--- src/common/eoc_pkg.sv ---
package eoc_pkg;
    // upper address line codes, msb first (line 0, 1, 2)
    localparam logic [2:0] EOC_CODE_IDLE     = 3'h2;
    localparam logic [2:0] EOC_CODE_MASK_CLR = 3'h3;
    localparam logic [2:0] EOC_CODE_HHL      = 3'h6;
    localparam logic [2:0] EOC_CODE_HLH      = 3'h5;
    localparam logic [2:0] EOC_CODE_HHH      = 3'h7;

    // 11-bit opcodes of the external-control group
    localparam logic [10:0] EOC_OP_IDLE     = 11'h01a;
    localparam logic [10:0] EOC_OP_MASK_CLR = 11'h01b;
    localparam logic [10:0] EOC_OP_HHL      = 11'h01e;
    localparam logic [10:0] EOC_OP_HLH      = 11'h01d;
    localparam logic [10:0] EOC_OP_HHH      = 11'h01f;

    // base cost classes selected by the sequencer
    typedef enum logic [3:0] {
        EOC_CLS_ARITH  = 4'h0,  // word add, subtract, move
        EOC_CLS_CTXBR  = 4'h1,  // context-switch branch
        EOC_CLS_BRANCH = 4'h2,  // plain branch
        EOC_CLS_ABS_P  = 4'h3,  // absolute value, sign clear
        EOC_CLS_ABS_N  = 4'h4,  // absolute value, sign set
        EOC_CLS_EXT    = 4'h5,  // external-control group
        EOC_CLS_WPI    = 4'h6   // workspace pointer immediate load
    } eoc_cls_e;

    // base cycles / accesses per class
    localparam logic [7:0] EOC_CYC_ARITH  = 8'h0e;
    localparam logic [3:0] EOC_ACC_ARITH  = 4'h4;
    localparam logic [7:0] EOC_CYC_CTXBR  = 8'h1a;
    localparam logic [3:0] EOC_ACC_CTXBR  = 4'h6;
    localparam logic [7:0] EOC_CYC_BRANCH = 8'h08;
    localparam logic [3:0] EOC_ACC_BRANCH = 4'h2;
    localparam logic [7:0] EOC_CYC_ABS_P  = 8'h0c;
    localparam logic [3:0] EOC_ACC_ABS_P  = 4'h2;
    localparam logic [7:0] EOC_CYC_ABS_N  = 8'h0e;
    localparam logic [3:0] EOC_ACC_ABS_N  = 4'h3;
    localparam logic [7:0] EOC_CYC_EXT    = 8'h0c;
    localparam logic [3:0] EOC_ACC_EXT    = 4'h1;
    localparam logic [7:0] EOC_CYC_WPI    = 8'h0a;
    localparam logic [3:0] EOC_ACC_WPI    = 4'h2;

    // request from the sequencer: one instruction to time
    typedef struct packed {
        eoc_cls_e    cls;
        logic [10:0] opcode;       // used when cls is the external group
        logic [7:0]  extra_cyc;    // address-modification cycles
        logic [3:0]  extra_acc;    // address-modification accesses
        logic [3:0]  wait_states;  // wait states per memory access
    } eoc_req_s;

    localparam logic [1:0] EOC_ST_IDLE = 2'h0;
    localparam logic [1:0] EOC_ST_RUN  = 2'h1;
    localparam logic [1:0] EOC_ST_LAST = 2'h3;
    localparam logic [1:0] EOC_ST_HALT = 2'h2;
endpackage

--- src/verilog/eoc_core.sv ---
// How it works
// - external op: drive code, then one strobe pulse
// - codes per op; mask-clear also pulses mask_clear_out
// - idle halts until interrupt, load or reset
// - end flag low from final clock's edge
// - each access adds requested wait states
// - modified addressing adds cycles and accesses
// - arith 14/4, ctx 26/6, branch 8/2, abs
// - external ops 12/1, pointer load 10/2
module eoc_core
    import eoc_pkg::*;
(
    input  wire logic     clk_in,
    input  wire logic     rstn_in,
    input  wire logic     start_in,
    input  wire eoc_req_s req_in,
    input  wire logic     wake_in,
    output logic          busy_out,
    output logic          halted_out,
    output logic [2:0]    upper_address_line_out,
    output logic          io_strobe_clock_out,
    output logic          microcycle_end_flag_n_out,
    output logic          mask_clear_out,
    output logic [15:0]   total_cycles_out
);
    typedef enum logic [1:0] {
        EOC_S_IDLE = EOC_ST_IDLE,
        EOC_S_RUN  = EOC_ST_RUN,
        EOC_S_LAST = EOC_ST_LAST,
        EOC_S_HALT = EOC_ST_HALT
    } eoc_state_e;

    // sequencer state and pending flags
    eoc_state_e  state_r;
    logic [15:0] remain_r;
    logic        halt_pend_r;
    logic        strobe_due_r;

    // combinational decode of the request
    logic [15:0] total_nxt;
    logic [15:0] cyc_sum;
    logic [15:0] acc_sum;
    logic [7:0]  base_cyc;
    logic [3:0]  base_acc;
    logic [2:0]  code;
    logic        is_ext;
    logic        is_idle_op;
    logic        is_mclr_op;
    logic        take;

    // one step down the cycle budget
    function automatic logic [15:0] step_down(input logic [15:0] v);
        step_down = v - 16'h0001;
    endfunction

    // base cost lookup per class
    always_comb
    begin
        base_cyc = EOC_CYC_ARITH;
        base_acc = EOC_ACC_ARITH;
        case (req_in.cls)
            EOC_CLS_CTXBR:
            begin
                base_cyc = EOC_CYC_CTXBR;
                base_acc = EOC_ACC_CTXBR;
            end
            EOC_CLS_BRANCH:
            begin
                base_cyc = EOC_CYC_BRANCH;
                base_acc = EOC_ACC_BRANCH;
            end
            EOC_CLS_ABS_P:
            begin
                base_cyc = EOC_CYC_ABS_P;
                base_acc = EOC_ACC_ABS_P;
            end
            EOC_CLS_ABS_N:
            begin
                base_cyc = EOC_CYC_ABS_N;
                base_acc = EOC_ACC_ABS_N;
            end
            EOC_CLS_EXT:
            begin
                base_cyc = EOC_CYC_EXT;
                base_acc = EOC_ACC_EXT;
            end
            EOC_CLS_WPI:
            begin
                base_cyc = EOC_CYC_WPI;
                base_acc = EOC_ACC_WPI;
            end
            default:
            begin
                base_cyc = EOC_CYC_ARITH;
                base_acc = EOC_ACC_ARITH;
            end
        endcase
    end

    // T/tc = C + W*M, with modification added to C and M
    always_comb
    begin
        cyc_sum   = {8'h00, base_cyc} + {8'h00, req_in.extra_cyc};
        acc_sum   = {12'h000, base_acc} + {12'h000, req_in.extra_acc};
        total_nxt = cyc_sum + ({12'h000, req_in.wait_states} * acc_sum);
    end

    // a start is taken only from idle
    assign take = (state_r == EOC_S_IDLE) && start_in;

    // external op code decode
    always_comb
    begin
        is_ext     = (req_in.cls == EOC_CLS_EXT);
        is_idle_op = 1'b0;
        is_mclr_op = 1'b0;
        code       = EOC_CODE_IDLE;
        case (req_in.opcode)
            EOC_OP_IDLE:
            begin
                code       = EOC_CODE_IDLE;
                is_idle_op = is_ext;
            end
            EOC_OP_MASK_CLR:
            begin
                code       = EOC_CODE_MASK_CLR;
                is_mclr_op = is_ext;
            end
            // user-defined operations carry only a code
            EOC_OP_HHL: code = EOC_CODE_HHL;
            EOC_OP_HLH: code = EOC_CODE_HLH;
            EOC_OP_HHH: code = EOC_CODE_HHH;
            default:    code = EOC_CODE_IDLE;
        endcase
    end

    // sequence state and cycle counter
    always_ff @(posedge clk_in or negedge rstn_in)
    begin
        if (!rstn_in)
        begin
            state_r     <= EOC_S_IDLE;
            remain_r    <= 16'h0000;
            halt_pend_r <= 1'b0;
        end
        else
        begin
            case (state_r)
                EOC_S_IDLE:
                    if (start_in)
                    begin
                        remain_r    <= step_down(total_nxt);
                        halt_pend_r <= is_idle_op;
                        state_r     <= (total_nxt <= 16'h0001) ? EOC_S_LAST : EOC_S_RUN;
                    end
                // count down to the final clock
                EOC_S_RUN:
                begin
                    remain_r <= step_down(remain_r);
                    if (remain_r == 16'h0002)
                        state_r <= EOC_S_LAST;  // final clock begins next edge
                end
                EOC_S_LAST:
                begin
                    state_r    <= halt_pend_r ? EOC_S_HALT : EOC_S_IDLE;
                end
                EOC_S_HALT:
                    if (wake_in)
                    begin
                        halt_pend_r <= 1'b0;
                        state_r     <= EOC_S_IDLE;
                    end
                default: state_r <= EOC_S_IDLE;
            endcase
        end
    end

    // address code set at start, strobe one cycle later
    always_ff @(posedge clk_in or negedge rstn_in)
    begin
        if (!rstn_in)
        begin
            upper_address_line_out <= 3'h0;
            strobe_due_r           <= 1'b0;
            io_strobe_clock_out    <= 1'b0;
            mask_clear_out         <= 1'b0;
        end
        else
        begin
            if (take && is_ext)
                upper_address_line_out <= code;
            strobe_due_r        <= take && is_ext;
            io_strobe_clock_out <= strobe_due_r;
            mask_clear_out      <= take && is_mclr_op;
        end
    end

    // status outputs
    always_ff @(posedge clk_in or negedge rstn_in)
    begin
        if (!rstn_in)
        begin
            microcycle_end_flag_n_out <= 1'b1;
            busy_out                  <= 1'b0;
            halted_out                <= 1'b0;
            total_cycles_out          <= 16'h0000;
        end
        else
        begin
            microcycle_end_flag_n_out <= !((state_r == EOC_S_RUN && remain_r == 16'h0002)
                || (state_r == EOC_S_IDLE && start_in && total_nxt <= 16'h0001));
            busy_out   <= (state_r == EOC_S_IDLE) ? start_in
                        : (state_r != EOC_S_LAST && state_r != EOC_S_HALT);
            halted_out <= (state_r == EOC_S_LAST && halt_pend_r)
                       || (state_r == EOC_S_HALT && !wake_in);
            if (take)
                total_cycles_out <= total_nxt;
        end
    end
endmodule
--- config.mk ---
export PLATFORM = sky130hd
export DESIGN_NAME = eoc_core
export DESIGN_NICKNAME = d
export VERILOG_FILES = /design/src/common/eoc_pkg.sv /design/src/verilog/eoc_core.sv
export SDC_FILE = /design/constraint.sdc
export NUM_CORES = 1
export LEC_CHECK = 0
export BUFFER_PORTS_ARGS = -buffer_cell sky130_fd_sc_hd__buf_2
export CAP_MARGIN = 20
export CORE_ASPECT_RATIO = 0.5
export CORE_UTILIZATION = 27
export CTS_CLUSTER_SIZE = 24
export DETAILED_ROUTE_END_ITERATION = 10
export GPL_ROUTABILITY_DRIVEN = 1
export HOLD_SLACK_MARGIN = 0.15
export PLACE_DENSITY_LB_ADDON = 0.08
export SETUP_SLACK_MARGIN = 0.1
export SYNTH_ARGS = -nofsm -noshare
export SYNTH_HDL_FRONTEND = slang
export SYNTH_SLANG_ARGS = --single-unit
--- constraint.sdc ---
create_clock -name clk_in -period 2.7 [get_ports clk_in]
set_input_delay 0.135 -clock clk_in [delete_from_list [all_inputs] [get_ports clk_in]]
set_output_delay 0.135 -clock clk_in [all_outputs]
set_load 0.02 [all_outputs]
==> metrics.csv, run 1 <==
stage;metric;value;unit
run_status;status;finished, violations left;
run_status;failing checks;negative setup slack;
drt;final wirelength;8.63;mm
power;part of the power in the clock network;11.8;%
finish;Final Instance Area;4840;um2
floorplanning;core area;11300;um2
drt;max layer used;met4;
logic_synthesis;Post-Syn Area per Cell;9.00;um2
worst_setup_path;Most Frequent Cell on Critical Path;fa_1;
sta;setup ws final;-2020;ps
logic_synthesis;ys flop type;dfrtp_1;
drt;WL/cell;13.6;um
sta;final hold slack;162;ps
logic_synthesis;FF+latch count, synth;38;
worst_setup_path;Worst Path Buf+Inv;5;
global_route;first-pass GRT wire length;15.1;mm
power;Cell Int Power;0.00328;W
sta;Fin. Hold Viols;0;
power;Gate power share;71.7;%
drt;antenna viol nets, final;0;
drt;vias post-DR;2903;
sta;Tcrit/Tclk final;175;%
power;total power;0.00573;W
finish;most frequent cells in the layout;53 x buf_4, 50 x buf_2, 37 x dfrtp_1;
finish;commonest non-fill, non-tap cell in the layout;buf_4;
logic_synthesis;asr flop ratio synth;100;%
power;Pwr Density;1180;nW/um2
drt;WL met2;3.95;mm
power;P_leak;2.26;nW
finish;nets;549;
worst_setup_path;critical path's largest stage delay;570;ps
finish;Area Growth Syn to Fin;50.6;%
finish;Antenna Cells;0;
worst_setup_path;kind of critical path;in -> reg;
global_route;remaining global-route overflow;0;
power;sw power;0.00244;W
finish;Fill cells;1144;
worst_setup_path;critical-path cell list;buf_8, and2_4, or3_4, inv_2, ha_4, a21o_1, a21oi_2, xnor2_2, and2_4, fa_1, inv_1, fa_1, fa_1, inv_2, fa_2, a211oi_4, buf_4, o211a_1, a311oi_2, and3b_2, a31oi_1, o32ai_1;
sta;Tightest Pin Transition;871;ps
sta;final setup vio count;25;
placed_design;gpl congestion;0.785;
sta;worst clock skew;4.72;ps
floorplanning;Die X-Extent;156;um
logic_synthesis;post-synthesis sequential area ratio;29.6;%
clock_tree;clock latency on the worst-skew pair;280;ps
floorplanning;initial core utilization;28.5;%
worst_hold_path;Hold Crit Class;in -> reg;
placed_design;Placed Area;4200;um2
drt;wire length on met1;4.30;mm
sta;relative slew slack;42.0;%
clock_tree;# clock sinks;38;
power;Sw Share;42.7;%
worst_setup_path;critical path peak fanout;5;
sta;f_max;212;MHz
clock_tree;clock buffer count from CTS;5;
sta;final worst path period need;4720;ps
logic_synthesis;Netlist cell types;62;
drt;Via density;4.58;
global_route;Tot GR Track Use;15.4;%
clock_tree;CTS tree;yes;
power;VDD IR max;0.000509;V
clock_tree;CTS Buffer Depth;2;
placed_design;port bufs;52;
worst_setup_path;Slowest-stage cell, CP;fa_1;
floorplanning;Die Area;12400;um2
power;sequential power share;16.4;%
clock_tree;H-tree Lvls;2;
logic_synthesis;Syn. warnings;0;
drt;met3 WL;307;um
drt;Post-route DRC;0;
logic_synthesis;Cells after Synth;357;
global_route;initial antenna violation count;0;
worst_setup_path;Critical Path AT;4880;ps
drt;Detailed Route Iter0 Violations;190;
sta;fin. max-slew vios;0;
finish;layout cell share with drive strength beyond 1;44.6;%
global_route;vias in the first global route;3167;
logic_synthesis;EDFF count, synth;0;
worst_setup_path;Req. time, crit path;2860;ps
run;# Max-Cap Violations;0;
placed_design;dpl hpwl;6.73;mm
floorplanning;num rows;27;
worst_setup_path;delay-heaviest family, CP;adder cells;
sta;unrepaired setup endpoints after global routing;true;
floorplanning;# IOs;59;
clock_tree;Clk pin slew, worst setup/hold paths;60;ps
global_route;largest net degree at the start of global routing;39;
worst_setup_path;startpoint types;primary input;
logic_synthesis;synthesized cell area;3210;um2
worst_setup_path;Critical Path End Type;flip-flop;
drt;DRT Pass-1 Iters;4;
clock_tree;Root Driver;clkbuf_16;
floorplanning;DIE HEIGHT;79.2;um
[power by group through the flow]
stage | sequential, W | clock (W) | combinational [W]
3_5_place_dp | 0.000945 | 0 | 0.00311
3_3_place_gp | 0.000942 | 0 | 0.00308
5_1_grt | 0.000978 | 0.000726 | 0.00450
4_1_cts | 0.000941 | 0.000697 | 0.00380
2_1_floorplan | 0.00100 | 0 | 0.00196
6_report | 0.000940 | 0.000679 | 0.00411
[through the flow]
step	util [%]	TNS, ps	instances	worst slack (ps)
after detailed placement	37.2	-51910	609	-2490
after CTS	41.7	-41630	631	-2020
after global routing	42.9	-45570	634	-2200
final	42.9	-40980	634	-2020
after floorplan	-	-40220	362	-2080
after global placement	37.2	-50070	609	-2410
[sequential cells by signal (all words and copies together) (netlist names), 2 cells and up]
| register | cells |
|---|---|
| total_cycles_out | 10 |
| state_r | 2 |
| upper_address_line_out | 3 |
| remain_r | 16 |
[cell usage after synthesis (all sizes together) (2+ instances only)]
cell type / n / share of area (%)
and3: 3 / 0.62
buf: 9 / 1.9
nand3: 15 / 2.3
o21a: 3 / 0.70
mux2i: 3 / 0.93
clkbuf: 7 / 0.82
o22ai: 2 / 0.39
o311ai: 2 / 0.55
nand4: 2 / 0.58
or4: 4 / 1.1
nor2b: 5 / 0.97
nor4b: 2 / 1.0
xor2: 4 / 1.1
nand2b: 2 / 0.39
a211oi: 4 / 1.1
a31oi: 5 / 0.97
nand2: 41 / 4.9
nor2: 25 / 2.9
or3: 2 / 0.39
nor4: 6 / 1.4
inv: 36 / 4.2
o21ai: 14 / 2.2
nor3b: 5 / 1.2
o211a: 3 / 0.93
xnor2: 12 / 3.3
dfrtp: 37 / 29
o31ai: 5 / 1.2
nor3: 7 / 1.4
a21oi: 12 / 1.9
a211o: 2 / 0.55
o32ai: 2 / 0.78
fa: 17 / 11
a21o: 3 / 0.70
ha: 23 / 9.0
nand3b: 2 / 0.47
and2: 15 / 2.9
[worst reg2reg max path, stage by stage, from the launching register on]
cell,delay (ps)
dfrtp_1,520
nor4b_4,330
nand2_2,130
or4_4,460
and3_2,240
a211o_1,260
[path summary, 6_finish.rpt]
check | from | endpoint | slack, ps | cells past startpoint
min | req_in[17] | mask_clear_out | 160 | 3
max in group asynchronous | rstn_in | remain_r[8] | 1640 | 2
min reg2reg | strobe_due_r | io_strobe_clock_out | 360 | 0
min in group asynchronous | rstn_in | upper_address_line_out[0] | 510 | 2
max reg2reg | state_r[0] | remain_r[7] | 640 | 5
max | req_in[27] | state_r[1] | -2020 | 22
[cell families (layout without fill, tap and decap cells)]
group / Yosys count / in the layout / synth area share, %
muxes: 4 / 4 / 1.28
xor gates and xnor gates: 16 / 16 / 4.36
adders and majority gates: 40 / 40 / 19.5
buffers and inverters: 52 / 165 / 6.89
DFF: 38 / 38 / 29.6
other: 1 / 6 / 0.117
and+or+nand+nor: 141 / 141 / 23.9
AOI/OAI and AO/OA: 65 / 65 / 14.3
[layer usage]
| metal | up-vias | track usage, % |
|---|---|---|
| met5 | - | 0 |
| li1 | 1450 | - |
| met1 | 1392 | 20.7 |
| met3 | 4 | 2.51 |
| met2 | 57 | 25.9 |
| met4 | 0 | 3.63 |
[cell type report]
| cell class | instances | area, um2 | share of cell area, % |
|---|---|---|---|
| Clock buffer | 5 | 125 | 2.59 |
| Clock inverter | 3 | 45.0 | 0.931 |
| Inverter | 36 | 138 | 2.84 |
| Multi-Input combinational cell | 272 | 2520 | 52.0 |
| Sequential cell | 38 | 952 | 19.7 |
| Tap cell | 159 | 199 | 4.11 |
| Timing Repair Buffer | 121 | 862 | 17.8 |
[repair_timing]
| action | 4_1_cts | 5_1_grt |
|---|---|---|
| gates cloned | 0 | 0 |
| hold buffers | 4 | 0 |
| endpoints found under the setup margin | 26 | 26 |
| pin swaps | 36 | 12 |
| buffers inserted | 10 | 3 |
| endpoints found under the hold margin | 40 | 0 |
| resized for setup | 49 | 23 |
Note: power is estimated with default switching activity, not from simulation.
==> run 2, diff against run 1 <==
--- a/config.mk
+++ b/config.mk
@@ -14,7 +14,7 @@
 export GPL_ROUTABILITY_DRIVEN = 1
 export HOLD_SLACK_MARGIN = 0.15
 export PLACE_DENSITY_LB_ADDON = 0.08
-export SETUP_SLACK_MARGIN = 0.1
+export SETUP_SLACK_MARGIN = 0.3
 export SYNTH_ARGS = -nofsm -noshare
 export SYNTH_HDL_FRONTEND = slang
 export SYNTH_SLANG_ARGS = --single-unit
==> metrics.csv, run 2 (synthesis gave the netlist of run 1 again) <==
stage;metric;value;unit
finish;Area Growth Syn to Fin;51.5;%
drt;Post-route DRC;0;
sta;final worst path period need;4680;ps
finish;most flop-heavy register;remain_r;
placed_design;post-place setup slack;-2510;ps
worst_setup_path;FF-to-FF Start;state_r[0];
global_route;largest net degree at the start of global routing;39;
drt;WL/cell;13.3;um
worst_setup_path;critical path peak fanout;5;
drt;antenna viol nets, final;0;
drt;vias post-DR;2911;
run_status;failing checks;negative setup slack;
drt;DRT Pass-1 Iters;4;
placed_design;port bufs;52;
placed_design;dpl hpwl;6.62;mm
finish;Antenna Cells;0;
sta;Fin. Hold Viols;0;
worst_setup_path;startpoint types;primary input;
clock_tree;clock latency on the worst-skew pair;270;ps
finish;layout cell share with drive strength beyond 1;44.8;%
worst_setup_path;Critical Path End Type;flip-flop;
finish;most frequent cells in the layout;55 x buf_4, 50 x buf_2, 37 x dfrtp_1;
worst_setup_path;critical path's largest stage delay;520;ps
sta;setup ws final;-1980;ps
clock_tree;clock buffer count from CTS;5;
run_status;status;finished, violations left;
drt;final wirelength;8.51;mm
floorplanning;Die Area;12400;um2
global_route;initial antenna violation count;0;
worst_setup_path;Req. time, crit path;2890;ps
finish;area of the multi-input gates;2510;um2
floorplanning;core area;11300;um2
drt;Via density;4.54;
sta;Tightest Pin Transition;863;ps
finish;biggest regs;remain_r (16), total_cycles_out (10), upper_address_line_out (3);
finish;final core utilization;43.2;%
finish;register area;952;um2
sta;Tcrit/Tclk final;173;%
finish;Final Instance Area;4870;um2
power;total power;0.00568;W
sta;fin. max-slew vios;0;
worst_setup_path;Critical Path Source;req_in[29];
worst_setup_path;Critical Path AT;4870;ps
clock_tree;Clk pin slew, worst setup/hold paths;60;ps
finish;commonest non-fill, non-tap cell in the layout;buf_4;
clock_tree;Root Driver;clkbuf_16;
floorplanning;DIE HEIGHT;79.2;um
sta;unrepaired setup endpoints after global routing;true;
sta;final setup vio count;26;
floorplanning;Die X-Extent;156;um
worst_hold_path;Hold Crit Class;in -> reg;
power;VDD IR max;0.000465;V
sta;f_max;214;MHz
placed_design;gpl congestion;0.815;
worst_setup_path;Most Frequent Cell on Critical Path;fa_1;
power;Pwr Density;1170;nW/um2
worst_setup_path;kind of critical path;in -> reg;
worst_setup_path;Slowest-stage cell, CP;fa_1;
clock_tree;H-tree Lvls;2;
sta;relative slew slack;42.5;%
worst_setup_path;critical-path cell list;buf_8, and2_4, or3_4, inv_2, ha_4, a21o_1, a21oi_2, xnor2_2, and2_1, fa_1, inv_1, fa_1, fa_1, inv_2, fa_2, a211oi_4, nor2_2, a311oi_2, and3b_2, nand4_4, o211ai_1;
drt;Detailed Route Iter0 Violations;99;
global_route;first-pass GRT wire length;14.6;mm
run;# Max-Cap Violations;0;
finish;nets;556;
global_route;Tot GR Track Use;14.8;%
floorplanning;num rows;27;
clock_tree;CTS tree;yes;
worst_hold_path;Worst Min Path Start;req_in[23];
sta;worst clock skew;4.63;ps
finish;Fill cells;1158;
power;P_leak;2.27;nW
global_route;vias in the first global route;3030;
floorplanning;# IOs;59;
clock_tree;CTS Buffer Depth;2;
clock_tree;# clock sinks;38;
finish;max reg flops;16;
global_route;remaining global-route overflow;0;
placed_design;Placed Area;4210;um2
floorplanning;initial core utilization;28.5;%
-- run 2: changes by cell type in the layout (fill, tap and decap cells not counted), sizes merged --
| cell | previous run | this run |
|---|---|---|
| clkinvlp | 2 | 0 |
| bufinv | 1 | 0 |
| clkbuf | 5 | 7 |
| buf | 117 | 124 |
| clkinv | 0 | 1 |
-- run 2: layout make-up --
| type | count | area share, % |
|---|---|---|
| flip-flops and latches | 38 | 19.5 |
| well taps | 159 | 4.08 |
| clock inverters | 1 | 0.103 |
| multi-input cells | 272 | 51.5 |
| clock buffers | 7 | 2.93 |
| repair buffers | 128 | 19.1 |
| inverters | 36 | 2.83 |
-- run 2: worst paths after layout --
kind / end / slack, ps / cells after the start
max: remain_r[10] / -1980 / 21
min: halt_pend_r / 170 / 4
max reg2reg: remain_r[7] / 560 / 5
min reg2reg: io_strobe_clock_out / 360 / 0
max in group asynchronous: total_cycles_out[8] / 1640 / 2
min in group asynchronous: mask_clear_out / 510 / 2
-- run 2: repair_timing --
| action | 4_1_cts | 5_1_grt |
|---|---|---|
| setup endpoints to repair | 26 | 26 |
| buffers inserted | 14 | 3 |
| gates resized for setup | 56 | 16 |
| hold buffers | 4 | 0 |
| endpoints found under the hold margin | 40 | 0 |
| pin swaps | 48 | 10 |
-- run 2: per-stage QoR --
step / hold slack (ps) / setup TNS [ps] / cells
finish: 171 / -40420 / 641
global route: 190 / -45180 / 641
CTS: 166 / -40810 / 638
detailed placement: 313 / -51500 / 612
global placement: 302 / -50010 / 612
floorplan: -161 / -40220 / 362
-- run 2: critical path: cells and delay by family --
family,cells,cell delay [ps]
adders and majority gates,5,2040
AOI/OAI and AO/OA,5,990
and+or+nand+nor,6,1310
xor gates and xnor gates,1,110
buffers and inverters,4,270
-- run 2: per-layer routing --
metal	global-route usage [%]	routed length, um	vias to the layer above
met5	0	0	-
met4	2.65	47	0
met3	1.86	257	4
met2	24.6	3750	63
met1	20.8	4460	1378
li1	-	-	1466
-- run 2: power breakdown --
group / internal (W) / switching, W / leakage (nW)
Combinational: 0.00216 / 0.00199 / 1.72
Clock: 0.000366 / 0.000217 / 0.0739
Sequential: 0.000752 / 0.000194 / 0.480
